--- config.mk ---
export PLATFORM = sky130hd
export DESIGN_NAME = fp_mode_control
export DESIGN_NICKNAME = d
export VERILOG_FILES = /design/src/rtl/fp_lane_zero.v /design/src/rtl/fp_mode_control.v
export VERILOG_INCLUDE_DIRS = /design/src /design/src/inc
export SDC_FILE = /design/constraint.sdc
export NUM_CORES = 1
export LEC_CHECK = 0
export ABC_CLOCK_PERIOD_IN_PS = 6190
export BUFFER_PORTS_ARGS = -buffer_cell sky130_fd_sc_hd__buf_2
export CAP_MARGIN = 30
export CORE_AREA = 2 2 215 217
export DETAILED_ROUTE_END_ITERATION = 7
export DIE_AREA = 0 0 217 219
export GPL_ROUTABILITY_DRIVEN = 0
export SYNTH_ARGS = -nofsm -noshare
export SYNTH_HDL_FRONTEND = slang
export SYNTH_SLANG_ARGS = --single-unit
export TNS_END_PERCENT = 10
--- constraint.sdc ---
create_clock -name clk -period 6.19 [get_ports clk]
set_clock_uncertainty 0.1 [all_clocks]
set_input_delay 0.9285 -clock clk [delete_from_list [all_inputs] [get_ports clk]]
set_output_delay 0.9285 -clock clk [all_outputs]
set_load 0.01 [all_outputs]
--- src/inc/fp_mode_control_defines.vh ---
`ifndef FP_MODE_CONTROL_DEFINES_VH
`define FP_MODE_CONTROL_DEFINES_VH

// ----------------------------------------
// Register byte offsets
// ----------------------------------------
`define OFS_SIMD_CSW 8'h00
`define OFS_X87_CW 8'h04
`define OFS_INT_STATUS 8'h08
`define OFS_INT_ENABLE 8'h0c
`define OFS_INT_CLEAR 8'h10
`define OFS_SLOW_COUNT 8'h14

// ----------------------------------------
// Field positions and reset values
// ----------------------------------------
`define CSW_FLUSH_BIT 0
`define CSW_ZAP_BIT 1
`define CSW_RESET 2'h0
`define X87_CW_RESET 16'h0000
`define X87_CW_FAST_MASK 16'h1f00
`define RC_LO 10
`define RC_HI 11
`define RC_TRUNCATE 2'h3
`define EXT_EXP_MAX 18'h07ffe
`define INT_BITS 6
`define EV_FLUSH 0
`define EV_DAZ 1
`define EV_OVF 2
`define EV_SLOW_CW 3
`define EV_X87_OVF 4
`define EV_X87_UNF 5

// ----------------------------------------
// Timing counts in cycles
// ----------------------------------------
`define PIPE_DEPTH 20
`define CSW_READ_LAT 10

// ----------------------------------------
// Bus responses
// ----------------------------------------
`define RESP_OKAY 2'h0
`define RESP_SLVERR 2'h2

`endif

--- src/rtl/fp_lane_zero.v ---
`timescale 1ns/1ps
`include "fp_mode_control_defines.vh"

module fp_lane_zero (
    input wire [63:0] value,
    input wire is_double,
    input wire zap_denorm,
    input wire [1:0] force_zero,
    output wire [63:0] result,
    output wire hit
);
    // ----------------------------------------
    // Denormal detection
    // ----------------------------------------
    function den_s;
        input [31:0] v;
        begin
            den_s = (v[30:23] == 8'h00) && (v[22:0] != 23'h000000);
        end
    endfunction

    function den_d;
        input [63:0] v;
        begin
            den_d = (v[62:52] == 11'h000) && (v[51:0] != 52'h0);
        end
    endfunction

    wire [1:0] zero_s;
    wire [63:0] res_s;
    wire zero_d;

    // Per single lane: signed zero when denormal and zapping, or forced
    genvar g;
    generate
        for (g = 0; g < 2; g = g + 1) begin : g_lane
            assign zero_s[g] = (zap_denorm && den_s(value[32*g+31:32*g])) || force_zero[g];
            assign res_s[32*g+31:32*g] = zero_s[g] ? {value[32*g+31], 31'h0} :
                value[32*g+31:32*g];
        end
    endgenerate

    // Double lane shares zap_denorm but takes only force_zero[0]
    assign zero_d = (zap_denorm && den_d(value)) || force_zero[0];
    assign result = is_double ? (zero_d ? {value[63], 63'h0} : value) : res_s;
    assign hit = is_double ? zero_d : (zero_s != 2'h0);
endmodule

--- src/rtl/fp_mode_control.v ---
// Chosen here: the register addresses and the AXI4-Lite register port.
`timescale 1ns/1ps
`include "fp_mode_control_defines.vh"

module fp_mode_control #(
    parameter PIPE_DEPTH = `PIPE_DEPTH,
    parameter CSW_READ_LAT = `CSW_READ_LAT
) (
    input wire clk,
    input wire reset,
    input wire ce,
    input wire [7:0] s_axi_awaddr,
    input wire s_axi_awvalid,
    output reg s_axi_awready,
    input wire [31:0] s_axi_wdata,
    input wire [3:0] s_axi_wstrb,
    input wire s_axi_wvalid,
    output reg s_axi_wready,
    output reg [1:0] s_axi_bresp,
    output reg s_axi_bvalid,
    input wire s_axi_bready,
    input wire [7:0] s_axi_araddr,
    input wire s_axi_arvalid,
    output reg s_axi_arready,
    output reg [31:0] s_axi_rdata,
    output reg [1:0] s_axi_rresp,
    output reg s_axi_rvalid,
    input wire s_axi_rready,
    input wire op_valid,
    input wire op_double,
    input wire [63:0] op_a,
    input wire [63:0] op_b,
    output reg opc_valid_q,
    output reg [63:0] opc_a_q,
    output reg [63:0] opc_b_q,
    input wire res_valid,
    input wire res_double,
    input wire [63:0] res_value,
    input wire [1:0] res_underflow,
    input wire res_overflow,
    output reg resc_valid_q,
    output reg [63:0] resc_value_q,
    input wire cw_load_valid,
    input wire [15:0] cw_load_value,
    output reg cw_load_ready_q,
    output reg [15:0] x87_cw_q,
    input wire cvt_valid,
    input wire cvt_truncate,
    output reg cvt_round_valid_q,
    output reg [1:0] cvt_round_q,
    input wire x87_res_valid,
    input wire [17:0] x87_res_exp,
    output reg x87_ovf_q,
    output reg x87_unf_q,
    input wire pipe_empty,
    output reg issue_stall_q,
    output reg irq_q
);
    // ----------------------------------------
    // Address decode
    // ----------------------------------------
    localparam [2:0] R_CSW = 3'h0;
    localparam [2:0] R_X87 = 3'h1;
    localparam [2:0] R_STAT = 3'h2;
    localparam [2:0] R_EN = 3'h3;
    localparam [2:0] R_CLR = 3'h4;
    localparam [2:0] R_SLOW = 3'h5;
    localparam [2:0] R_NONE = 3'h7;
    localparam [7:0] PD_M1 = PIPE_DEPTH[7:0] - 8'h01;
    localparam [7:0] RL_M1 = CSW_READ_LAT[7:0] - 8'h01;

    function [2:0] reg_index;
        input [7:0] a;
        begin
            case (a)
                `OFS_SIMD_CSW: reg_index = R_CSW;
                `OFS_X87_CW: reg_index = R_X87;
                `OFS_INT_STATUS: reg_index = R_STAT;
                `OFS_INT_ENABLE: reg_index = R_EN;
                `OFS_INT_CLEAR: reg_index = R_CLR;
                `OFS_SLOW_COUNT: reg_index = R_SLOW;
                default: reg_index = R_NONE;
            endcase
        end
    endfunction

    // ----------------------------------------
    // State
    // ----------------------------------------
    reg [1:0] csw_q;
    reg [1:0] csw_pend_q;
    reg ser_q;
    reg [`INT_BITS-1:0] status_q;
    reg [`INT_BITS-1:0] enable_q;
    reg [15:0] slow_count_q;
    reg aw_got_q;
    reg w_got_q;
    reg [7:0] aw_addr_q;
    reg [31:0] w_data_q;
    reg [3:0] w_strb_q;
    reg rd_busy_q;
    reg [7:0] rd_cnt_q;
    reg [7:0] rd_addr_q;
    reg [15:0] alt_cw_q;
    reg alt_valid_q;
    reg [7:0] busy_cnt_q;
    reg [`INT_BITS-1:0] clr_d;
    reg [`INT_BITS-1:0] ev_d;
    reg [31:0] rdata_d;
    reg cw_fast_d;
    reg cw_same_d;

    wire flush_on = csw_q[`CSW_FLUSH_BIT];
    wire zap_on = csw_q[`CSW_ZAP_BIT];
    wire [63:0] a_fix;
    wire [63:0] b_fix;
    wire [63:0] r_fix;
    wire a_hit;
    wire b_hit;
    wire r_hit;
    wire wr_fire = aw_got_q && w_got_q && !s_axi_bvalid && !ser_q;
    wire cw_take = cw_load_valid && cw_load_ready_q;
    wire [15:0] cw_diff = cw_load_value ^ x87_cw_q;

    // ----------------------------------------
    // Operand and result conditioning
    // ----------------------------------------
    // Operands zeroed only when denormal-as-zero is on
    fp_lane_zero u_opa (
        .value(op_a),
        .is_double(op_double),
        .zap_denorm(zap_on),
        .force_zero(2'h0),
        .result(a_fix),
        .hit(a_hit)
    );

    fp_lane_zero u_opb (
        .value(op_b),
        .is_double(op_double),
        .zap_denorm(zap_on),
        .force_zero(2'h0),
        .result(b_fix),
        .hit(b_hit)
    );

    // Results flushed only when flush mode is on
    fp_lane_zero u_res (
        .value(res_value),
        .is_double(res_double),
        .zap_denorm(flush_on),
        .force_zero(flush_on ? res_underflow : 2'h0),
        .result(r_fix),
        .hit(r_hit)
    );

    // Datapath stage: one cycle for every case, overflow included
    always @(posedge clk) begin
        if (reset) begin
            opc_valid_q <= 1'b0;
            opc_a_q <= 64'h0;
            opc_b_q <= 64'h0;
            resc_valid_q <= 1'b0;
            resc_value_q <= 64'h0;
        end else if (ce) begin
            opc_valid_q <= op_valid;
            opc_a_q <= a_fix;
            opc_b_q <= b_fix;
            resc_valid_q <= res_valid;
            resc_value_q <= r_fix;
        end
    end

    // ----------------------------------------
    // Control word fast path classification
    // ----------------------------------------
    // Fast when unchanged, or when returning to the remembered partner value
    always @* begin
        cw_same_d = (cw_load_value == x87_cw_q);
        cw_fast_d = cw_same_d || (alt_valid_q && (cw_load_value == alt_cw_q) &&
            ((cw_diff & ~`X87_CW_FAST_MASK) == 16'h0000));
    end

    // Load path with remembered pair and slow-load busy counter
    always @(posedge clk) begin
        if (reset) begin
            x87_cw_q <= `X87_CW_RESET;
            alt_cw_q <= `X87_CW_RESET;
            alt_valid_q <= 1'b0;
            busy_cnt_q <= 8'h00;
            cw_load_ready_q <= 1'b1;
            slow_count_q <= 16'h0000;
        end else if (ce) begin
            if (cw_take) begin
                if (!cw_fast_d) begin
                    alt_cw_q <= x87_cw_q;
                    alt_valid_q <= ((cw_diff & ~`X87_CW_FAST_MASK) == 16'h0000);
                    x87_cw_q <= cw_load_value;
                    busy_cnt_q <= PD_M1;
                    cw_load_ready_q <= 1'b0;
                    slow_count_q <= slow_count_q + 16'h0001;
                end else if (!cw_same_d) begin
                    alt_cw_q <= x87_cw_q;
                    x87_cw_q <= cw_load_value;
                end
            end else if (!cw_load_ready_q) begin
                if (busy_cnt_q == 8'h00) begin
                    cw_load_ready_q <= 1'b1;
                end else begin
                    busy_cnt_q <= busy_cnt_q - 8'h01;
                end
            end
        end
    end

    // ----------------------------------------
    // Legacy stack range and conversion rounding
    // ----------------------------------------
    always @(posedge clk) begin
        if (reset) begin
            x87_ovf_q <= 1'b0;
            x87_unf_q <= 1'b0;
            cvt_round_valid_q <= 1'b0;
            cvt_round_q <= 2'h0;
        end else if (ce) begin
            x87_ovf_q <= x87_res_valid && !x87_res_exp[17] &&
                (x87_res_exp > `EXT_EXP_MAX);
            x87_unf_q <= x87_res_valid && (x87_res_exp[17] || x87_res_exp == 18'h0);
            cvt_round_valid_q <= cvt_valid;
            cvt_round_q <= cvt_truncate ? `RC_TRUNCATE : x87_cw_q[`RC_HI:`RC_LO];
        end
    end

    // ----------------------------------------
    // Event collection and interrupt
    // ----------------------------------------
    always @* begin
        ev_d = {`INT_BITS{1'b0}};
        ev_d[`EV_FLUSH] = res_valid && r_hit;
        ev_d[`EV_DAZ] = op_valid && (a_hit || b_hit);
        ev_d[`EV_OVF] = res_valid && res_overflow;
        ev_d[`EV_SLOW_CW] = cw_take && !cw_fast_d;
        ev_d[`EV_X87_OVF] = x87_ovf_q;
        ev_d[`EV_X87_UNF] = x87_unf_q;
        clr_d = {`INT_BITS{1'b0}};
        if (wr_fire && reg_index(aw_addr_q) == R_CLR && w_strb_q[0]) begin
            clr_d = w_data_q[`INT_BITS-1:0];
        end
    end

    // Sticky status: a new event wins over a clear in the same cycle
    always @(posedge clk) begin
        if (reset) begin
            status_q <= {`INT_BITS{1'b0}};
            irq_q <= 1'b0;
        end else if (ce) begin
            status_q <= (status_q & ~clr_d) | ev_d;
            irq_q <= (((status_q & ~clr_d) | ev_d) & enable_q) != {`INT_BITS{1'b0}};
        end
    end

    // ----------------------------------------
    // Register write channel
    // ----------------------------------------
    // Mode register writes wait for the pipe to drain before taking effect
    always @(posedge clk) begin
        if (reset) begin
            s_axi_awready <= 1'b1;
            s_axi_wready <= 1'b1;
            s_axi_bvalid <= 1'b0;
            s_axi_bresp <= `RESP_OKAY;
            aw_got_q <= 1'b0;
            w_got_q <= 1'b0;
            aw_addr_q <= 8'h00;
            w_data_q <= 32'h0;
            w_strb_q <= 4'h0;
            csw_q <= `CSW_RESET;
            csw_pend_q <= `CSW_RESET;
            ser_q <= 1'b0;
            issue_stall_q <= 1'b0;
            enable_q <= {`INT_BITS{1'b0}};
        end else if (ce) begin
            if (s_axi_awready && s_axi_awvalid) begin
                aw_got_q <= 1'b1;
                aw_addr_q <= s_axi_awaddr;
                s_axi_awready <= 1'b0;
            end
            if (s_axi_wready && s_axi_wvalid) begin
                w_got_q <= 1'b1;
                w_data_q <= s_axi_wdata;
                w_strb_q <= s_axi_wstrb;
                s_axi_wready <= 1'b0;
            end
            if (wr_fire) begin
                aw_got_q <= 1'b0;
                w_got_q <= 1'b0;
                s_axi_bresp <= `RESP_OKAY;
                case (reg_index(aw_addr_q))
                    R_CSW: begin
                        csw_pend_q <= w_strb_q[0] ? w_data_q[1:0] : csw_q;
                        ser_q <= 1'b1;
                        issue_stall_q <= 1'b1;
                    end
                    R_EN: begin
                        if (w_strb_q[0]) begin
                            enable_q <= w_data_q[`INT_BITS-1:0];
                        end
                        s_axi_bvalid <= 1'b1;
                    end
                    R_X87, R_STAT, R_CLR, R_SLOW: begin
                        s_axi_bvalid <= 1'b1;
                    end
                    default: begin
                        s_axi_bresp <= `RESP_SLVERR;
                        s_axi_bvalid <= 1'b1;
                    end
                endcase
            end
            if (ser_q && pipe_empty) begin
                csw_q <= csw_pend_q;
                ser_q <= 1'b0;
                issue_stall_q <= 1'b0;
                s_axi_bvalid <= 1'b1;
            end
            if (s_axi_bvalid && s_axi_bready) begin
                s_axi_bvalid <= 1'b0;
                s_axi_awready <= 1'b1;
                s_axi_wready <= 1'b1;
            end
        end
    end

    // ----------------------------------------
    // Register read channel
    // ----------------------------------------
    always @* begin
        case (reg_index(rd_addr_q))
            R_CSW: rdata_d = {30'h0, csw_q};
            R_X87: rdata_d = {16'h0, x87_cw_q};
            R_STAT: rdata_d = {{(32-`INT_BITS){1'b0}}, status_q};
            R_EN: rdata_d = {{(32-`INT_BITS){1'b0}}, enable_q};
            R_SLOW: rdata_d = {16'h0, slow_count_q};
            default: rdata_d = 32'h0;
        endcase
    end

    // Mode register reads take the long latency, others answer next cycle
    always @(posedge clk) begin
        if (reset) begin
            s_axi_arready <= 1'b1;
            s_axi_rvalid <= 1'b0;
            s_axi_rdata <= 32'h0;
            s_axi_rresp <= `RESP_OKAY;
            rd_busy_q <= 1'b0;
            rd_cnt_q <= 8'h00;
            rd_addr_q <= 8'h00;
        end else if (ce) begin
            if (s_axi_arready && s_axi_arvalid) begin
                s_axi_arready <= 1'b0;
                rd_busy_q <= 1'b1;
                rd_addr_q <= s_axi_araddr;
                rd_cnt_q <= (reg_index(s_axi_araddr) == R_CSW) ? RL_M1 : 8'h00;
            end
            if (rd_busy_q) begin
                if (rd_cnt_q == 8'h00) begin
                    rd_busy_q <= 1'b0;
                    s_axi_rvalid <= 1'b1;
                    s_axi_rdata <= rdata_d;
                    s_axi_rresp <= (reg_index(rd_addr_q) == R_NONE ||
                        reg_index(rd_addr_q) == R_CLR) ? `RESP_SLVERR : `RESP_OKAY;
                end else begin
                    rd_cnt_q <= rd_cnt_q - 8'h01;
                end
            end
            if (s_axi_rvalid && s_axi_rready) begin
                s_axi_rvalid <= 1'b0;
                s_axi_arready <= 1'b1;
            end
        end
    end
endmodule

* Word-level counts from Yosys, hierarchy flattened
Index checks and enable logic that the tools add are counted.
** Word-level totals
- Bits in registers :: 350
- Input bits :: 298
- Output and inout bits :: 259
** Cells by class
- $add $sub $neg :: 3
- Magnitude comparators :: 1
- Equal/unequal tests :: 34
- Mux-type cells :: 74
- Bitwise logic cells :: 6
- Reduce and logical (&&, ||, !) cells :: 113
** Operator list (number)
- 63-bit two-way mux :: 6
- 31-bit two-way mux :: 6
- 52-bit nonzero test :: 3
- 23-bit nonzero test :: 6
- 8-bit zero test :: 11
- 16-bit one-hot mux with 5 select lines :: 1
- 16-bit two-way mux :: 4
- 8-bit two-way mux :: 7
- 3-bit one-hot mux with 6 select lines :: 3
- 8-bit by 4-bit equality test with 1-bit output, second input constant :: 6
- 8-bit by 5-bit equality test with 1-bit output, second input constant :: 6
- 1-bit logical AND :: 39
- 11-bit zero test :: 3
- 16-bit equality test :: 2
- 1-bit two-way mux :: 30
- 3-bit two-way mux :: 10
- 8-bit by 3-bit equality test with 1-bit output, second input constant :: 3
- 2-bit nonzero test :: 12
- 2-bit AND reduction :: 11
- 3-bit AND reduction :: 7
- 3-bit equality test, second input constant :: 6
- 18-bit by 15-bit greater-than comparator with 1-bit output, second input constant :: 1
- 18-bit zero test :: 1
- 16-bit by 1-bit adder with 16-bit output, second input constant :: 1
- 22 further kinds :: 46

* Logic depth before layout (Yosys ltp)
- Depth after elaboration :: 11
- Mapped depth :: 9
- Mapped depth without buffers :: 9

* Hierarchy
A second synthesis with hierarchy kept.
** Unflattened totals
- Cells, all modules :: 1716
- Area total of the unflattened synthesis :: 15925.3 µm²
** By module, submodules not included
- fp_mode_control :: instances 1, cells an instance 1380, area each 13286.5 µm², sequential area each 6646.4 µm²
- fp_lane_zero :: instances 3, cells an instance 112, area each 879.6 µm², sequential area each 0.0 µm²

* Worst setup path after synthesis
Ideal clock, no wire load.
- Path type :: input to register
- Start :: in res_value[56]
- End :: reg resc_value_q[33]
- Arrival :: 2453 ps
- Required time :: 5962 ps
- Path slack :: 3510 ps
- Cell stages on the path :: 8
- Path buffers :: 1
- Cell sequence :: nor4_1 -> nand4_1 -> or4_1 -> o211ai_1 -> a21oi_1 -> buf_2 -> a22oi_1 -> nor2_1
** Between the ends
- Cells in the longest elaborated chain, start to end :: 6
** RTL lines
- from (decl) :: RTL line fp_mode_control.v:38 : input wire [63:0] res_value,
- 11-bit zero test / 8-bit zero test (equally long branches) :: RTL line fp_lane_zero.v:25, fp_lane_zero.v:18
- 1-bit logical AND, on equally long branches :: RTL line fp_lane_zero.v:25, fp_lane_zero.v:18
- 1-bit logical AND, on equally long branches :: RTL line fp_lane_zero.v:44, fp_lane_zero.v:37
- 1-bit logical OR, on equally long branches :: RTL line fp_lane_zero.v:44, fp_lane_zero.v:37
- 63-bit two-way mux / 31-bit two-way mux (equally long branches) :: RTL line fp_lane_zero.v:45, fp_lane_zero.v:38
- 63-bit two-way mux * :: RTL line fp_lane_zero.v:45 : assign result = is_double ? (zero_d ? {value[63], 63'h0} : value) : res_s;
- to (signal assigned) :: RTL line fp_mode_control.v:170 : resc_value_q <= r_fix;
- to (decl) :: RTL line fp_mode_control.v:42 : output reg [63:0] resc_value_q,
Mark *: on every way between the ends. The rest lies on a longest branch, timed or not.
A chain may end at the register's enable or synchronous reset.

* Worst setup path in the final report
- Start :: in res_value[0]
- End :: reg resc_value_q[22]
** Between the ends
- Cells in the longest elaborated chain, start to end :: 6
** RTL lines (RTL line)
- 52-bit nonzero test / 23-bit nonzero test (equally long branches) :: fp_lane_zero.v:25, fp_lane_zero.v:18
- 1-bit logical AND, on equally long branches :: fp_lane_zero.v:25, fp_lane_zero.v:18
- 1-bit logical AND, on equally long branches :: fp_lane_zero.v:44, fp_lane_zero.v:37
- 1-bit logical OR, on equally long branches :: fp_lane_zero.v:44, fp_lane_zero.v:37
- 63-bit two-way mux / 31-bit two-way mux (equally long branches) :: fp_lane_zero.v:45, fp_lane_zero.v:38
- 63-bit two-way mux * :: fp_lane_zero.v:45
Marks and branches as above.

==> impl_metrics.prom <==
# TYPE chip_impl_metric gauge
chip_impl_metric{name="wl_per_cell",unit="microns"} 18.5
chip_impl_metric{name="max-cap-violations",unit=""} 0
chip_impl_metric{name="postCtsSetupRepairBufs",unit=""} 0
chip_impl_metric{name="floorplan.core_area",unit="sq mm"} 0.0451
chip_impl_metric{name="worst-endpoint-required",unit="ps"} 6570
chip_impl_metric{name="areaGrowthSynthToFinish",unit="%"} 31.1
chip_impl_metric{name="detail_route.wirelength",unit="microns"} 49300
chip_impl_info{name="unrepaired_setup_endpoints_after_global_routing",value="false"} 1
chip_impl_info{name="endpoint_kind",value="flop"} 1
chip_impl_metric{name="slew_at_the_pin_closest_to_its_max_slew_limit",unit="ps"} 931
chip_impl_metric{name="final_count_of_hold_timing_violations",unit=""} 0
chip_impl_info{name="run_status",value="complete, no violations"} 1
chip_impl_metric{name="cts_max_level",unit=""} 2
chip_impl_metric{name="grtUsageMet2",unit="%"} 34.7
chip_impl_info{name="hold_path_class",value="flop to flop"} 1
chip_impl_metric{name="max_clock_freq",unit="GHz"} 0.286
chip_impl_metric{name="yosys_warnings",unit=""} 0
chip_impl_metric{name="top_fanout_value_on_the_critical_path",unit=""} 20
chip_impl_metric{name="numCtsBuffers",unit=""} 38
chip_impl_metric{name="postSynthRegisterBits",unit=""} 332
chip_impl_metric{name="fillCellCount",unit=""} 4653
chip_impl_info{name="start_kind",value="input pin"} 1
chip_impl_metric{name="clockBufferDepth",unit=""} 3
chip_impl_metric{name="placement_rows",unit=""} 78
chip_impl_info{name="grt_busiest_layer",value="met2"} 1
chip_impl_info{name="predominant_post_synthesis_flop_cell",value="dfxtp_1"} 1
chip_impl_metric{name="worst_ir_drop_vdd",unit="uV"} 215
chip_impl_metric{name="avgSynthCellArea",unit="sq um"} 8.71
chip_impl_metric{name="synth-seq-area-share",unit="%"} 48.6
chip_impl_metric{name="use_met3",unit="%"} 4.62
chip_impl_info{name="post-synth-top-area-cell",value="dfxtp_1"} 1
chip_impl_info{name="yosysMostFrequentCell",value="dfxtp_1"} 1
chip_impl_metric{name="cellPowerDensity",unit="mW/mm^2"} 290
chip_impl_metric{name="cts-resized-gates",unit=""} 0
chip_impl_metric{name="total_nets_final",unit=""} 2343
chip_impl_metric{name="synth.distinct_cells",unit=""} 73
chip_impl_metric{name="floorplan.initialDensity",unit="%"} 30.3
chip_impl_metric{name="static-leakage-power",unit="nW"} 8.06
chip_impl_info{name="cts_root_buffer",value="clkbuf_16"} 1
chip_impl_metric{name="mappedNetlistArea",unit="sq mm"} 0.0137
chip_impl_metric{name="hpwl",unit="microns"} 37000
chip_impl_info{name="netlist_top_cells_count",value="332 x dfxtp_1, 245 x nand2_1, 200 x nor2_1, 127 x a21oi_1, 77 x a22oi_1"} 1
chip_impl_info{name="worstSetupPathType",value="input pin to flop"} 1
chip_impl_metric{name="drt-pass1-iter-count",unit=""} 5
chip_impl_metric{name="clkSinkCount",unit=""} 332
chip_impl_metric{name="report.final.setup_viol",unit=""} 0
chip_impl_metric{name="globalRouteTotalUtil",unit="%"} 19.7
chip_impl_info{name="post_synth_main_area_contributors",value="dfxtp_1 49%, nand2_1 6.7%, nor2_1 5.5%"} 1
chip_impl_metric{name="slew_viol_final",unit=""} 0
chip_impl_metric{name="global_route.overflow_total",unit=""} 0
chip_impl_metric{name="grt_start_max_net_pins",unit=""} 90
chip_impl_metric{name="cts.reportedPaths.clkPinSlew",unit="ps"} 60
chip_impl_metric{name="die_area",unit="sq mm"} 0.0475
chip_impl_metric{name="port-buffer-count",unit=""} 509
chip_impl_metric{name="routed-via-count",unit=""} 13427
chip_impl_metric{name="dieWidth",unit="microns"} 217
chip_impl_metric{name="ioPinCount",unit=""} 557
chip_impl_metric{name="grt_antenna_before_repair",unit=""} 5
chip_impl_metric{name="dp_slack",unit="ps"} 2230
chip_impl_metric{name="final.min_clock_period",unit="ps"} 3500
chip_impl_metric{name="postLayoutSetupSlackWorst",unit="ps"} 2690
chip_impl_metric{name="remaining_drc_errors",unit=""} 0
chip_impl_metric{name="avgViaCountPerCell",unit=""} 5.03
chip_impl_metric{name="async_flop_share",unit="%"} 0
chip_impl_metric{name="use_met1",unit="%"} 23.9
chip_impl_metric{name="sum_of_negative_setup_slack",unit="ps"} 0
chip_impl_metric{name="synth-edff-count",unit=""} 0
chip_impl_metric{name="final_min_period_over_clock_period",unit="%"} 56.5
chip_impl_metric{name="worst_slew_margin_rel",unit="%"} 37.7
chip_impl_metric{name="die_h",unit="microns"} 219
chip_impl_metric{name="cts.hold.buffers_added",unit=""} 0
chip_impl_metric{name="layout-drive-gt1-share",unit="%"} 29.8
chip_impl_metric{name="critical_path_arrival",unit="ps"} 3880
chip_impl_metric{name="drt_first_iter_violations",unit=""} 803
chip_impl_metric{name="clk_latency",unit="ps"} 540
chip_impl_metric{name="postRouteAntennaNets",unit=""} 0
chip_impl_metric{name="grt_pass1_vias",unit=""} 12975
chip_impl_metric{name="gate_count_post_synth",unit=""} 1569
chip_impl_metric{name="synth_top_cell_area_share",unit="%"} 48.6
chip_impl_info{name="tritoncts",value="built"} 1
chip_impl_metric{name="grt_pass1_wl",unit="microns"} 73500
==> routing by layer <==
metal	share of wire [%]	routed length (microns)
met1	42	20600
met2	49	24400
met3	6.5	3220
met4	2.1	1040
met5	0.047	23
==> stage by stage <==
stage               instances  area [sq um]  util, %  hold WS, ps  total power, W
floorplan                1586         13700        -          336         0.00269
global placement         2597         16600     36.9          339         0.00296
detailed placement       2600         16700     37.0          347         0.00298
CTS                      2665         17900     39.7          357         0.00526
global route             2666         17900     39.7          362         0.00541
finish                   2667         17900     39.7          355         0.00519
==> final cells by class <==
| class | count | area [sq um] | share of cell area, % |
|---|---|---|---|
| Antenna cell | 2 | 5.00 | 0.0279 |
| Clock buffer | 54 | 1100 | 6.16 |
| Clock inverter | 11 | 134 | 0.748 |
| Inverter | 16 | 62.6 | 0.349 |
| Multi-Input combinational cell | 1126 | 6490 | 36.3 |
| Sequential cell | 332 | 6650 | 37.1 |
| Tap cell | 600 | 751 | 4.19 |
| Timing Repair Buffer | 526 | 2710 | 15.1 |
==> power breakdown <==
part	internal [W]	switching, W	total [W]
registers	0.00224	0.0000751	0.00232
logic	0.000255	0.000362	0.000617
clock network	0.00136	0.000898	0.00226
total	0.00386	0.00134	0.00519
==> registers in the layout (all words and copies together), names as in the netlist, 16 cells and up <==
register / cells
s_axi_rdata: 16
opc_a_q: 64
opc_b_q: 64
alt_cw_q: 16
slow_count_q: 16
resc_value_q: 64
x87_cw_q: 16
==> critical path, cell delays in order <==
cell and delay (ps):
buf_2 110, nor4_1 590, nand4_1 390, nor4_1 500
o21ai_1 120, a21oi_1 210, nor3b_4 610, buf_8 250
a22o_1 150
==> final timing paths <==
kind / from / to / slack, ps / cells after the start
hold reg to reg: rd_addr_q[5]$_SDFFE_PP0P_ / rd_addr_q[5]$_SDFFE_PP0P_ / 350 / 2
setup reg to reg: x87_cw_q[6]$_SDFFE_PP0P_ / busy_cnt_q[6]$_SDFFE_PP0P_ / 3090 / 7
hold / removal: rd_addr_q[5]$_SDFFE_PP0P_ / rd_addr_q[5]$_SDFFE_PP0P_ / 350 / 2
setup / recovery: res_value[0] / resc_value_q[22]$_SDFFE_PP0P_ / 2690 / 9
==> kinds of logic after synthesis <==
logic type	Yosys count	share of synthesized area (%)
other	1	0.0274
XOR/XNOR	45	2.88
multiplexers	75	5.68
adder cells (fa/ha/maj)	5	0.458
buffers and inverters	128	4.41
AND/OR/NAND/NOR	661	22.1
flip-flops	332	48.6
AO/OA/AOI/OAI	322	15.8
==> cell usage in the layout (no fill, tap or decap), drive strengths merged, types with 23 or more instances in the layout <==
master    n
a22o     32
mux2i    64
nor2    201
nor4     57
nand3    58
clkbuf   54
a21oi   127
a22oi    77
buf     526
nand2   245
dfxtp   332
nor3     39
xor2     23
Power figures use the tool's default switching activity.
